$ cat config.mk
export PLATFORM = sky130hd
export DESIGN_NAME = pai_accum
export DESIGN_NICKNAME = d
export VERILOG_FILES = /design/src/rtl/pai_pkg.sv /design/src/rtl/pai_accum.sv
export SDC_FILE = /design/constraint.sdc
export NUM_CORES = 1
export LEC_CHECK = 0
export BUFFER_PORTS_ARGS = -buffer_cell sky130_fd_sc_hd__buf_2
export CORE_MARGIN = 2
export CORE_UTILIZATION = 49
export DETAILED_ROUTE_END_ITERATION = 6
export GPL_TIMING_DRIVEN = 0
export PLACE_DENSITY = 0.76
export SETUP_SLACK_MARGIN = 0.5
export SYNTH_ARGS = -nofsm -noshare
export SYNTH_HDL_FRONTEND = slang
export SYNTH_SLANG_ARGS = --single-unit
$ cat constraint.sdc
create_clock -name clk_i -period 2.5 [get_ports clk_i]
set_clock_uncertainty 0.05 [all_clocks]
set_input_delay 0.25 -clock clk_i [delete_from_list [all_inputs] [get_ports clk_i]]
set_output_delay 0.25 -clock clk_i [all_outputs]
set_load 0.01 [all_outputs]
$ cat src/rtl/pai_pkg.sv
// Contract
// [RULE_01] Software detaches channel-7 compare output before using the pin as accumulator input.
// [RULE_02] Event mode: pulse_count counts active input edges since reset.
// [RULE_03] accum_overflow_flag sets when pulse_count wraps from all ones to zero.
// [RULE_04] Overflow interrupt request only while accum_overflow_int_enable is set.
// [RULE_05] Event counting ignores the timer enable.
// [RULE_06] Gated mode counts divide-by-64 pulses only while input is active.
// [RULE_07] Gated mode: polarity select picks high or low active level.
// [RULE_08] Gated mode: trailing edge of active level sets accum_input_flag.
// [RULE_09] Input interrupt request only while accum_input_int_enable is set.
// [RULE_10] Gated mode: pulse_count counts gated divide-by-64 pulses since reset.
// [RULE_11] Divide-by-64 pulses absent while timer inactive; gated counting stalls.
// [RULE_12] Channel 7-4 requests assert on event flag with channel enable set.
// [RULE_13] Accumulator input request asserts in both modes when enabled.
// [RULE_14] Accumulator overflow request asserts after overflow while enabled.
// [RULE_15] Timer overflow request asserts after counter overflow while enabled.
// [RULE_16] Mode/polarity: 00 fall, 01 rise, 10 gate high, 11 gate low.
// [RULE_17] Writing one clears a flag; writing zero leaves it.
// [RULE_18] With fast clear set, any pulse_count access clears both flags.
// [RULE_19] Event mode: polarity select picks falling or rising edges.
// [RULE_20] Input passes two-stage synchroniser; pulses of two clocks may be missed.
package pai_pkg;

  // register byte offsets
  localparam logic [7:0]  CTRL_OFS   = 8'h00;
  localparam logic [7:0]  FLAG_OFS   = 8'h04;
  localparam logic [7:0]  COUNT_OFS  = 8'h08;
  localparam logic [7:0]  STAT_OFS   = 8'h0C;

  // control field positions
  localparam int          MODE_BIT   = 0;
  localparam int          POL_BIT    = 1;
  localparam int          OVF_IE_BIT = 2;
  localparam int          IN_IE_BIT  = 3;
  localparam int          FAST_BIT   = 4;
  localparam int          TOV_IE_BIT = 5;
  localparam int          CH_IE_LSB  = 6;
  localparam int          CTRL_W     = 10;

  // flag field positions
  localparam int          IN_FLAG_BIT  = 0;
  localparam int          OVF_FLAG_BIT = 1;

  // reset values and counter maximum
  localparam logic [CTRL_W-1:0] CTRL_RST  = 10'h000;
  localparam logic [15:0]       COUNT_RST = 16'h0000;
  localparam logic [15:0]       COUNT_MAX = 16'hFFFF;

  typedef struct packed {
    logic [3:0] ch_int_en;
    logic       tov_int_en;
    logic       fast_clr;
    logic       in_int_en;
    logic       ovf_int_en;
    logic       pol;
    logic       mode;
  } pai_ctrl_s;

  typedef struct packed {
    logic [3:0] chan;
    logic       in;
    logic       ovf;
    logic       tov;
  } pai_irq_s;

endpackage : pai_pkg
$ cat src/rtl/pai_accum.sv
`timescale 1ns/10ps
module pai_accum
(
  // clock and reset
  input  wire logic                 clk_i,
  input  wire logic                 rst_i,
  // wishbone slave
  input  wire logic                 wb_cyc_i,
  input  wire logic                 wb_stb_i,
  input  wire logic                 wb_we_i,
  input  wire logic [7:0]           wb_adr_i,
  input  wire logic [3:0]           wb_sel_i,
  input  wire logic [31:0]          wb_dat_i,
  output logic      [31:0]          wb_dat_o,
  output logic                      wb_ack_o,
  // pin and timer links
  input  wire logic                 channel7_pin_i,
  input  wire logic                 div64_pulse_i,
  input  wire logic                 timer_active_i,
  input  wire logic [3:0]           channel_event_flag_i,
  input  wire logic                 counter_overflow_flag_i,
  // interrupt requests
  output pai_pkg::pai_irq_s         irq_o
);

  logic [pai_pkg::CTRL_W-1:0] ctrl_reg;
  pai_pkg::pai_ctrl_s         ctrl;
  logic [15:0]                pulse_count_reg;
  logic [15:0]                pulse_count_next;
  logic                       ovf_flag_reg;
  logic                       in_flag_reg;
  logic                       sync1_reg;
  logic                       sync2_reg;
  logic                       prev_reg;
  logic                       ack_reg;
  logic [31:0]                rdata_reg;
  logic                       req;
  logic                       wr;
  logic                       acc_count;
  logic                       rise;
  logic                       fall;
  logic                       sel_edge;
  logic                       gate_open;
  logic                       incr;
  logic                       wrap;
  logic                       fast_hit;
  logic                       clr_ovf;
  logic                       clr_in;

  assign ctrl = pai_pkg::pai_ctrl_s'(ctrl_reg);

  // bus decode: a request is taken once, then answered one cycle later
  assign req       = wb_cyc_i & wb_stb_i & ~ack_reg;
  assign wr        = req & wb_we_i;
  assign acc_count = req & (wb_adr_i == pai_pkg::COUNT_OFS);

  // input synchroniser and edge detection
  always_ff @(posedge clk_i)
  begin
    if (rst_i)
    begin
      sync1_reg <= 1'b0;
      sync2_reg <= 1'b0;
      prev_reg  <= 1'b0;
    end
    else
    begin
      sync1_reg <= channel7_pin_i;  // RULE_20
      sync2_reg <= sync1_reg;       // RULE_20
      prev_reg  <= sync2_reg;
    end
  end

  assign rise = sync2_reg & ~prev_reg;
  assign fall = ~sync2_reg & prev_reg;

  // the trailing edge of the active gate level equals the event edge of the same polarity
  assign sel_edge  = ctrl.pol ? rise : fall;                     // RULE_16 RULE_19 RULE_08
  assign gate_open = ctrl.pol ? ~sync2_reg : sync2_reg;          // RULE_07
  // event mode never looks at the timer; gated mode needs the prescaler tap
  assign incr      = ctrl.mode ? (div64_pulse_i & timer_active_i & gate_open)  // RULE_06 RULE_11
                               : sel_edge;                       // RULE_02 RULE_05
  assign wrap      = incr & (pulse_count_reg == pai_pkg::COUNT_MAX);

  // control register
  always_ff @(posedge clk_i)
  begin
    if (rst_i)
      ctrl_reg <= pai_pkg::CTRL_RST;
    else if (wr && wb_adr_i == pai_pkg::CTRL_OFS)
    begin
      if (wb_sel_i[0])
        ctrl_reg[7:0] <= wb_dat_i[7:0];
      if (wb_sel_i[1])
        ctrl_reg[pai_pkg::CTRL_W-1:8] <= wb_dat_i[pai_pkg::CTRL_W-1:8];
    end
  end

  // counter: a software write wins over a count in the same cycle
  always_comb
  begin
    pulse_count_next = pulse_count_reg;
    if (incr)
      pulse_count_next = pulse_count_reg + 16'h0001;          // RULE_10
    if (wr && acc_count)
    begin
      if (wb_sel_i[0])
        pulse_count_next[7:0] = wb_dat_i[7:0];
      if (wb_sel_i[1])
        pulse_count_next[15:8] = wb_dat_i[15:8];
    end
  end

  always_ff @(posedge clk_i)
  begin
    if (rst_i)
      pulse_count_reg <= pai_pkg::COUNT_RST;
    else
      pulse_count_reg <= pulse_count_next;
  end

  // flag clearing by write-one or by fast clear on counter access
  assign fast_hit = acc_count & ctrl.fast_clr;                    // RULE_18
  assign clr_ovf  = fast_hit | (wr && wb_adr_i == pai_pkg::FLAG_OFS
                                && wb_sel_i[0] && wb_dat_i[pai_pkg::OVF_FLAG_BIT]);  // RULE_17
  assign clr_in   = fast_hit | (wr && wb_adr_i == pai_pkg::FLAG_OFS
                                && wb_sel_i[0] && wb_dat_i[pai_pkg::IN_FLAG_BIT]);   // RULE_17

  // overflow flag, set wins over clear
  always_ff @(posedge clk_i)
  begin
    if (rst_i)
      ovf_flag_reg <= 1'b0;
    else if (wrap)
      ovf_flag_reg <= 1'b1;                                       // RULE_03
    else if (clr_ovf)
      ovf_flag_reg <= 1'b0;
  end

  // input flag, set wins over clear
  always_ff @(posedge clk_i)
  begin
    if (rst_i)
      in_flag_reg <= 1'b0;
    else if (sel_edge)
      in_flag_reg <= 1'b1;                                        // RULE_08
    else if (clr_in)
      in_flag_reg <= 1'b0;
  end

  // bus answer and read data
  always_ff @(posedge clk_i)
  begin
    if (rst_i)
      ack_reg <= 1'b0;
    else
      ack_reg <= req;
  end

  always_ff @(posedge clk_i)
  begin
    if (rst_i)
      rdata_reg <= 32'h0000_0000;
    else if (req && !wb_we_i)
    begin
      case (wb_adr_i)
        pai_pkg::CTRL_OFS:
          rdata_reg <= {22'h00_0000, ctrl_reg};
        pai_pkg::FLAG_OFS:
          rdata_reg <= {30'h0000_0000, ovf_flag_reg, in_flag_reg};
        pai_pkg::COUNT_OFS:
          rdata_reg <= {16'h0000, pulse_count_reg};
        pai_pkg::STAT_OFS:
          rdata_reg <= {27'h000_0000, timer_active_i, counter_overflow_flag_i,
                        gate_open, prev_reg, sync2_reg};
        default:
          rdata_reg <= 32'h0000_0000;
      endcase
    end
  end

  assign wb_ack_o = ack_reg;
  assign wb_dat_o = rdata_reg;

  // interrupt requests
  always_ff @(posedge clk_i)
  begin
    if (rst_i)
      irq_o <= '0;
    else
    begin
      irq_o.chan <= channel_event_flag_i & ctrl.ch_int_en;        // RULE_12
      irq_o.in   <= in_flag_reg & ctrl.in_int_en;                 // RULE_09 RULE_13
      irq_o.ovf  <= ovf_flag_reg & ctrl.ovf_int_en;               // RULE_04 RULE_14
      irq_o.tov  <= counter_overflow_flag_i & ctrl.tov_int_en;    // RULE_15
    end
  end
endmodule : pai_accum

==> flow_metrics.py, run 1 <==
metrics = {
    "sta": {
        "fmax_ghz": 0.532,
        "period_share": 0.752,
        "setup_viol_count_final": 0,
        "layout_min_cycle_time_ns": 1.88,
        "finalHoldViolCount": 0,
        "setup_tns_ns": 0,
        "relSlewSlack": 0.591,
        "finalMaxSlewViolations": 0,
        "holdWs_ns": 0.0936,
        "rsz0062_at_grt": "no",
        "tightest_slew_ns": 0.614,
    },
    "setup_path": {
        "crit_chain": "or4b_1 > o211a_2 > buf_6 > nor3_1 > xnor2_1 > o2bb2ai_1",
        "cpPeakStageDelay_ns": 0.53,
        "cp-startpoint": "ctrl[0]$_SDFFE_PP0P_",
        "timing.rr.start": "ctrl[0]$_SDFFE_PP0P_",
        "endpoint_kind": "register",
        "critPathMaxFanout": 10,
        "critPathKind": "reg -> reg",
        "cp.required_ns": 2.65,
        "crit_slowest_cell": "or4b_1",
        "start_kind": "register",
        "arrival_ns": 2.03,
    },
    "clocking": {
        "cts_tree": "yes",
        "clkTransAtPathRegs_ns": 0.09,
        "htree_levels": 2,
        "clkLatencyLatePin_ns": 0.30,
        "hold_buffers": 0,
        "cts.sinks": 55,
        "cts_buffers": 5,
        "cts-root-buf": "clkbuf_8",
        "cts_max_path_buffers": 2,
        "postCtsSetupRepairBufs": 0,
        "post_cts_resize_count": 0,
    },
    "layout": {
        "areaGrowthSynthToFinish_pct": 21.7,
        "num-nets-final": 426,
        "stdcell_count": 439,
        "finish.instance_area_um2": 3200,
        "drive_gt1_frac": 0.298,
        "antenna_cells": 0,
    },
    "detailed_routing": {
        "drt-wirelength-per-cell_um": 13.9,
        "drtPass1Iterations": 4,
        "drc_errors": 0,
        "drtIter0Drc": 108,
        "vias": 2265,
        "avgViaCountPerCell": 5.16,
        "drt-total-wl_um": 6120,
        "ant_nets": 0,
    },
    "worst_hold_path": {
        "min_from": "wb_dat_i[10]",
        "min_path_type": "in -> reg",
    },
    "grt": {
        "grt_pass1_vias": 2142,
        "grt_pass1_wl_um": 10100,
        "grt_use_total": 0.212,
        "globalRouteOverflowTotal": 0,
        "grt_max_degree": 16,
        "antenna_found_initial": 0,
    },
    "die": {
        "dieWidth_um": 77.3,
        "coreArea_um2": 5140,
        "start_util": 0.512,
        "rows": 26,
        "dieHeight_um": 77.3,
        "io_pins": 97,
        "dieArea_um2": 5970,
    },
    "run": {
        "drv_cap": 0,
    },
    "logic_synthesis": {
        "seq_area_frac_synth": 0.419,
        "syn_avg_cell_area_um2": 9.26,
        "syn_area_um2": 2630,
        "yosys_warnings": 0,
        "yosysUniqueCellTypes": 46,
        "ys_ff_latch": 55,
        "synth_edf_count": 0,
        "ys.flop_type": "dfxtp_1",
        "synthCells": 284,
        "async_flop_share": 0,
    },
    "placement": {
        "io_buffer_count": 62,
        "gp_congestion": 0.892,
        "post-place-cells": 431,
        "place_area_um2": 3080,
        "place_hpwl_um": 4740,
    },
    "pwr": {
        "powerDensity_nw_per_um2": 461,
        "leakagePower_nw": 1.28,
        "vdd_drop_max_mv": 0.430,
    },
    "outcome": {
        "status": "finished, final reports clean",
    },
}
==> path summary, 6_finish.rpt <==
check,end,slack [ns],cells after the start
worst min-delay path,pulse_count_reg[10]$_SDFF_PP0_,0.09,2
worst max register to register,pulse_count_reg[5]$_SDFF_PP0_,0.62,6
worst max-delay path,pulse_count_reg[5]$_SDFF_PP0_,0.62,6
worst min register to register,sync2_reg$_SDFF_PP0_,0.40,1
==> cell families after synthesis <==
kind of cell	Yosys count	synth area share
AND/OR/NAND/NOR	118	0.245
other	1	0.00143
XOR/XNOR	16	0.0533
multiplexers	20	0.0866
AO/OA/AOI/OAI	39	0.112
buffers and inverters	34	0.0785
flip-flops	55	0.419
adder cells (fa/ha/maj)	1	0.00476
==> critical path, delay by kind of cell, from the launching register on <==
kind	cells	cell delay, ns
buffers and inverters	1	0.18
and+or+nand+nor	2	0.76
AOI/OAI and AO/OA	2	0.29
xor gates and xnor gates	1	0.15
DFF	1	0.35
==> metrics by stage <==
step           setup WS [ns]  total power, W  utilization
2_1_floorplan          0.700        0.000980            -
4_1_cts                0.577         0.00149        0.616
3_3_place_gp           0.376         0.00103        0.600
3_5_place_dp           0.362         0.00103        0.600
5_1_grt                0.493         0.00154        0.623
6_report               0.620         0.00148        0.623
==> power by group <==
part | leakage (nW) | switching (W) | internal, W
clock network | 0.0422 | 0.000263 | 0.000197
logic | 0.791 | 0.0000747 | 0.0000592
registers | 0.444 | 0.00000330 | 0.000879
total | 1.28 | 0.000341 | 0.00114
==> synth_stat cells, drive strengths merged, types with 4 or more instances <==
cell,number,area share
a21oi,7,0.013
a22oi,11,0.031
buf,23,0.063
clkbuf,8,0.011
dfxtp,55,0.42
mux2i,16,0.061
nand2,17,0.024
nand2b,5,0.012
nand3,9,0.017
nor2,42,0.061
nor2b,4,0.0095
nor3,8,0.023
nor4,12,0.034
o2bb2ai,13,0.043
xnor2,15,0.050
==> placed cells by master (no fill, tap or decap), types with 8 or more instances in the layout <==
cell type	n
a22oi_1	11
buf_2	63
buf_4	17
clkbuf_1	9
conb_1	16
dfxtp_1	54
mux2i_1	16
nand2_1	17
nand3_1	9
nor2_1	41
nor4_1	8
o2bb2ai_1	13
xnor2_1	15
==> layer usage <==
| metal | GRT usage | wire, um | vias up |
|---|---|---|---|
| met2 | 0.345 | 2830 | 85 |
| met1 | 0.272 | 2680 | 1025 |
| li1 | - | - | 1139 |
| met4 | 0.0839 | 150 | 0 |
| met5 | 0 | 0 | - |
| met3 | 0.0494 | 457 | 16 |
==> layout make-up <==
type	count	area, um^2
fill	478	1940
multi-input combinational	210	1410
sequential	55	1100
timing repair buffer	62	310
buffer	31	196
tap	70	87.6
clock buffer	7	76.3
inverter	3	11.3
clock inverter	1	5.00
(Power assumes the default switching activity.)
==> inputs of run 2 (changes only) <==
--- a/config.mk
+++ b/config.mk
@@ -7,10 +7,10 @@
 export LEC_CHECK = 0
 export BUFFER_PORTS_ARGS = -buffer_cell sky130_fd_sc_hd__buf_2
 export CORE_MARGIN = 2
-export CORE_UTILIZATION = 49
+export CORE_UTILIZATION = 44
 export DETAILED_ROUTE_END_ITERATION = 6
 export GPL_TIMING_DRIVEN = 0
-export PLACE_DENSITY = 0.76
+export PLACE_DENSITY = 0.72
 export SETUP_SLACK_MARGIN = 0.5
 export SYNTH_ARGS = -nofsm -noshare
 export SYNTH_HDL_FRONTEND = slang
==> constraint.sdc (replaced) <==
create_clock -name clk_i -period 1.7 [get_ports clk_i]
set_clock_uncertainty 0.05 [all_clocks]
set_input_delay 0.17 -clock clk_i [delete_from_list [all_inputs] [get_ports clk_i]]
set_output_delay 0.17 -clock clk_i [all_outputs]
set_load 0.01 [all_outputs]
==> run 2 against run 1 <==
The flow now finishes with violations (negative setup slack). Hold slack lost 0.083 ns. Power grew 56%. Sequential cell count is the same. Cell area grew 21%. Critical endpoint is now pulse_count_reg[15]$_SDFF_PP0_. Die area grew 11%. Critical path type unchanged. Register-to-register slack lost 0.75 ns. Sequential power grew 47%. Via count grew 6.0%. Sequential share of layout area shrank 5.8 points.
==> flow_metrics.py, run 2 (same netlist as run 1, synthesis figures left out) <==
metrics = {
    "clocking": {
        "clkTransAtPathRegs_ns": 0.10,
        "clkLatencyLatePin_ns": 0.31,
        "cts.sinks": 55,
        "cts_max_path_buffers": 2,
        "cts-root-buf": "clkbuf_8",
        "htree_levels": 2,
        "cts_buffers": 5,
        "cts_tree": "yes",
    },
    "setup_path": {
        "arrival_ns": 1.94,
        "critPathKind": "reg -> reg",
        "crit_chain": "or4b_4 > o211a_4 > buf_6 > nor4_4 > xnor2_1 > a211oi_1",
        "cpPeakStageDelay_ns": 0.53,
        "endpoint_kind": "register",
        "start_kind": "register",
        "crit_slowest_cell": "or4b_4",
        "critPathMaxFanout": 8,
        "r2r_setup_slack_ns": -0.13,
        "cp.required_ns": 1.82,
    },
    "sta": {
        "layout_min_cycle_time_ns": 1.83,
        "relSlewSlack": 0.558,
        "tightest_slew_ns": 0.663,
        "finalHoldViolCount": 0,
        "period_share": 1.07,
        "setup_viol_count_final": 18,
        "rsz0062_at_grt": "yes",
        "setup_tns_ns": -1.05,
        "holdWs_ns": 0.0105,
        "fmax_ghz": 0.548,
        "finalMaxSlewViolations": 0,
        "fin_ws_ns": -0.126,
    },
    "grt": {
        "grt_pass1_vias": 2211,
        "grt_use_total": 0.221,
        "globalRouteOverflowTotal": 0,
        "antenna_found_initial": 0,
        "grt_pass1_wl_um": 11000,
        "grt_max_degree": 16,
    },
    "layout": {
        "drive_gt1_frac": 0.444,
        "antenna_cells": 0,
        "final_cell_mix": "buf_2, dfxtp_1, nor2_1",
        "areaGrowthSynthToFinish_pct": 47.3,
        "finish.instance_area_um2": 3870,
        "finish.utilization": 0.662,
        "num-nets-final": 443,
        "layout_commonest_cell": "buf_2",
    },
    "detailed_routing": {
        "drt-wirelength-per-cell_um": 16.0,
        "drtPass1Iterations": 4,
        "avgViaCountPerCell": 5.22,
        "drt-total-wl_um": 7380,
        "drc_errors": 0,
        "drtIter0Drc": 170,
        "vias": 2401,
        "ant_nets": 0,
    },
    "placement": {
        "io_buffer_count": 62,
        "gp_congestion": 0.900,
        "place_hpwl_um": 5170,
        "place_area_um2": 3290,
    },
    "die": {
        "rows": 28,
        "coreArea_um2": 5850,
        "start_util": 0.450,
        "dieArea_um2": 6610,
        "io_pins": 97,
        "dieHeight_um": 81.3,
        "dieWidth_um": 81.3,
    },
    "pwr": {
        "clkPwrFrac": 0.320,
        "powerDensity_nw_per_um2": 594,
        "vdd_drop_max_mv": 0.310,
        "design_power_total_w": 0.00230,
        "switchingPower_w": 0.000560,
        "p_int_w": 0.00174,
        "leakagePower_nw": 1.68,
        "seqPwrFrac": 0.564,
        "p_comb_frac": 0.115,
        "sw_frac_of_total": 0.244,
    },
    "outcome": {
        "status": "complete, but fails checks",
        "violations": "negative setup slack",
    },
    "worst_hold_path": {
        "min_path_type": "in -> reg",
    },
    "run": {
        "drv_cap": 0,
    },
}
run 2: area by class of cell:
| class | count | area [um^2] |
|---|---|---|
| Inverter | 3 | 11.3 |
| Clock buffer | 6 | 82.6 |
| Tap cell | 75 | 93.8 |
| Multi-Input combinational cell | 210 | 1750 |
| Fill cell | 476 | 1980 |
| Timing Repair Buffer | 79 | 528 |
| Clock inverter | 1 | 5.00 |
| Sequential cell | 55 | 1110 |
| Buffer | 31 | 293 |
run 2: metal layers:
metal / GRT usage / vias up / routed length, um
met2: 0.384 / 68 / 3790
met3: 0.0300 / 5 / 325
met1: 0.295 / 1151 / 3220
met4: 0.0424 / 0 / 44
met5: 0 / - / 0
li1: - / 1177 / -
run 2: critical path: cells and delay by family, from the launching register on:
family | cells | cell delay (ns)
XOR/XNOR | 1 | 0.16
AND/OR/NAND/NOR | 2 | 0.68
flip-flops | 1 | 0.35
AO/OA/AOI/OAI | 2 | 0.30
buffers and inverters | 1 | 0.14
run 2: worst paths after layout:
kind                              from                              to  cells after the start
setup reg to reg  ctrl[1]$_SDFFE_PP0P_  pulse_count_reg[15]$_SDFF_PP0_                      6
hold / removal            wb_dat_i[14]  pulse_count_reg[14]$_SDFF_PP0_                      2
setup / recovery  ctrl[1]$_SDFFE_PP0P_  pulse_count_reg[15]$_SDFF_PP0_                      6
hold reg to reg   sync1_reg$_SDFF_PP0_            sync2_reg$_SDFF_PP0_                      1
run 2: what timing repair did:
item / in CTS / in global routing
buffers inserted: 12 / 2
endpoints found under the hold margin: 0 / 0
hold buffers: 0 / 0
cloned: 1 / 2
pin swaps: 20 / 22
setup endpoints to repair: 44 / 53
resized for setup: 37 / 26
run 2: power groups by stage:
stage | Combinational [W] | Clock (W) | Sequential (W)
after global placement | 0.000212 | 0 | 0.00133
final | 0.000265 | 0.000737 | 0.00130
after global routing | 0.000283 | 0.000803 | 0.00130
after CTS | 0.000246 | 0.000746 | 0.00130
after floorplan | 0.000132 | 0 | 0.00133
after detailed placement | 0.000213 | 0 | 0.00133
run 2: metrics by stage:
stage	instances	worst slack, ns
after floorplan	299	-0.0139
after global placement	436	-0.233
after detailed placement	436	-0.243
after CTS	456	-0.0833
after global routing	460	-0.205
final	460	-0.126
==> inputs of run 3 (changes only) <==
--- a/config.mk
+++ b/config.mk
@@ -7,10 +7,11 @@
 export LEC_CHECK = 0
 export BUFFER_PORTS_ARGS = -buffer_cell sky130_fd_sc_hd__buf_2
 export CORE_MARGIN = 2
-export CORE_UTILIZATION = 44
+export CORE_UTILIZATION = 46
+export CTS_BUF_LIST = sky130_fd_sc_hd__clkbuf_8
 export DETAILED_ROUTE_END_ITERATION = 6
 export GPL_TIMING_DRIVEN = 0
-export PLACE_DENSITY = 0.72
+export PLACE_DENSITY = 0.75
 export SETUP_SLACK_MARGIN = 0.5
 export SYNTH_ARGS = -nofsm -noshare
 export SYNTH_HDL_FRONTEND = slang
==> run 3 against run 2 <==
The flow still finishes with violations (negative setup slack). Sequential cell count is the same. Utilization grew 1.7 points. Global-route usage grew 0.92 points. Sequential share of layout area grew 1.1 points. Worst setup slack gained 0.025 ns. Power shrank 1.9%. Largest cell class unchanged. Highest routed layer unchanged.
==> flow_metrics.py, run 3 (same netlist as run 1, synthesis figures left out) <==
metrics = {
    "outcome": {
        "status": "complete, but fails checks",
        "violations": "negative setup slack",
    },
    "sta": {
        "rsz0062_at_grt": "yes",
        "layout_min_cycle_time_ns": 1.80,
        "fin_ws_ns": -0.101,
        "relSlewSlack": 0.581,
        "finalMaxSlewViolations": 0,
        "tightest_slew_ns": 0.628,
        "setup_viol_count_final": 14,
        "period_share": 1.06,
        "setup_tns_ns": -0.981,
        "holdWs_ns": 0.00688,
        "fmax_ghz": 0.555,
        "finalHoldViolCount": 0,
    },
    "die": {
        "rows": 27,
        "io_pins": 97,
        "start_util": 0.478,
        "dieWidth_um": 79.6,
        "dieArea_um2": 6340,
        "dieHeight_um": 79.6,
        "coreArea_um2": 5510,
    },
    "detailed_routing": {
        "drtIter0Drc": 216,
        "drtPass1Iterations": 4,
        "drt-total-wl_um": 7180,
        "avgViaCountPerCell": 5.37,
        "drt-wirelength-per-cell_um": 15.9,
        "drc_errors": 0,
        "vias": 2431,
        "ant_nets": 0,
    },
    "pwr": {
        "leakagePower_nw": 1.64,
        "vdd_drop_max_mv": 0.372,
        "powerDensity_nw_per_um2": 603,
    },
    "layout": {
        "antenna_cells": 0,
        "finish.instance_area_um2": 3740,
        "areaGrowthSynthToFinish_pct": 42.2,
        "layout_commonest_cell": "buf_2",
        "num-nets-final": 438,
        "final_cell_mix": "buf_2, dfxtp_1, nor2_1",
        "stdcell_count": 453,
        "drive_gt1_frac": 0.430,
    },
    "setup_path": {
        "r2r_setup_slack_ns": -0.10,
        "endpoint_kind": "register",
        "cp.required_ns": 1.86,
        "cpPeakStageDelay_ns": 0.54,
        "critPathKind": "reg -> reg",
        "crit_chain": "or4b_4 > o211a_4 > buf_12 > nor3_4 > xnor2_1 > o2bb2ai_1",
        "critPathMaxFanout": 10,
        "crit_slowest_cell": "or4b_4",
        "arrival_ns": 1.96,
        "start_kind": "register",
    },
    "clocking": {
        "cts-root-buf": "clkbuf_8",
        "cts_max_path_buffers": 2,
        "htree_levels": 2,
        "clkLatencyLatePin_ns": 0.32,
        "clkTransAtPathRegs_ns": 0.09,
        "cts_tree": "yes",
        "cts.sinks": 55,
        "cts_buffers": 5,
    },
    "grt": {
        "antenna_found_initial": 0,
        "grt_pass1_vias": 2285,
        "grt_pass1_wl_um": 11100,
        "globalRouteOverflowTotal": 0,
        "grt_use_total": 0.231,
        "grt_max_degree": 16,
    },
    "placement": {
        "place_hpwl_um": 5030,
        "post-place-ws_ns": -0.275,
        "place_area_um2": 3280,
        "gp_congestion": 0.913,
        "post-place-cells": 433,
        "io_buffer_count": 62,
    },
    "run": {
        "drv_cap": 0,
    },
    "worst_hold_path": {
        "min_path_type": "in -> reg",
    },
}
==> run 3: path summary, 6_finish.rpt <==
kind / startpoint / end / cells after the start
min reg2reg: sync1_reg$_SDFF_PP0_ / sync2_reg$_SDFF_PP0_ / 1
max: ctrl[1]$_SDFFE_PP0P_ / pulse_count_reg[7]$_SDFF_PP0_ / 6
max reg2reg: ctrl[1]$_SDFFE_PP0P_ / pulse_count_reg[7]$_SDFF_PP0_ / 6
min: wb_dat_i[10] / pulse_count_reg[10]$_SDFF_PP0_ / 2
==> run 3: what timing repair did <==
item                                   in CTS  in global routing
pin swaps                                  17                 16
endpoints found under the hold margin       1                  1
setup buffers                               5                  3
gates cloned                                2                  0
resized for setup                          30                 28
hold buffers                                1                  1
setup endpoints to repair                  44                 49
==> run 3: critical path: cells and delay by family, from the launching register on <==
family          cells  cell delay, ns
simple gates        2            0.71
flops               1            0.35
compound gates      2            0.28
buf+inv             1            0.17
xor+xnor            1            0.14
==> run 3: metal layers <==
layer  vias up  global-route usage  routed length (um)
li1       1166                   -                   -
met3        11              0.0486                 622
met5         -                   0                   0
met4         0              0.0793                 144
met1      1153               0.288                2900
met2       101               0.392                3520
==> run 3: cell type report <==
class / instances / area [um^2]
buffer: 31 / 288
clock inverter: 3 / 12.5
clock buffer: 5 / 68.8
inverter: 3 / 11.3
tap: 72 / 90.1
fill: 441 / 1770
sequential: 55 / 1110
multi-input combinational: 210 / 1710
timing repair buffer: 74 / 442
==> run 3: per-stage QoR <==
step                      utilization  power [W]
after floorplan                     -    0.00146
after detailed placement        0.596    0.00154
after global routing            0.679    0.00233
final                           0.679    0.00226
after CTS                       0.653    0.00225
after global placement          0.596    0.00154
==> run 3: power by group <==
part	total [W]	leakage [nW]	switching [W]	internal [W]
Combinational	0.000253	1.14	0.000134	0.000120
Clock	0.000704	0.0505	0.000426	0.000279
Sequential	0.00130	0.447	0.00000604	0.00129
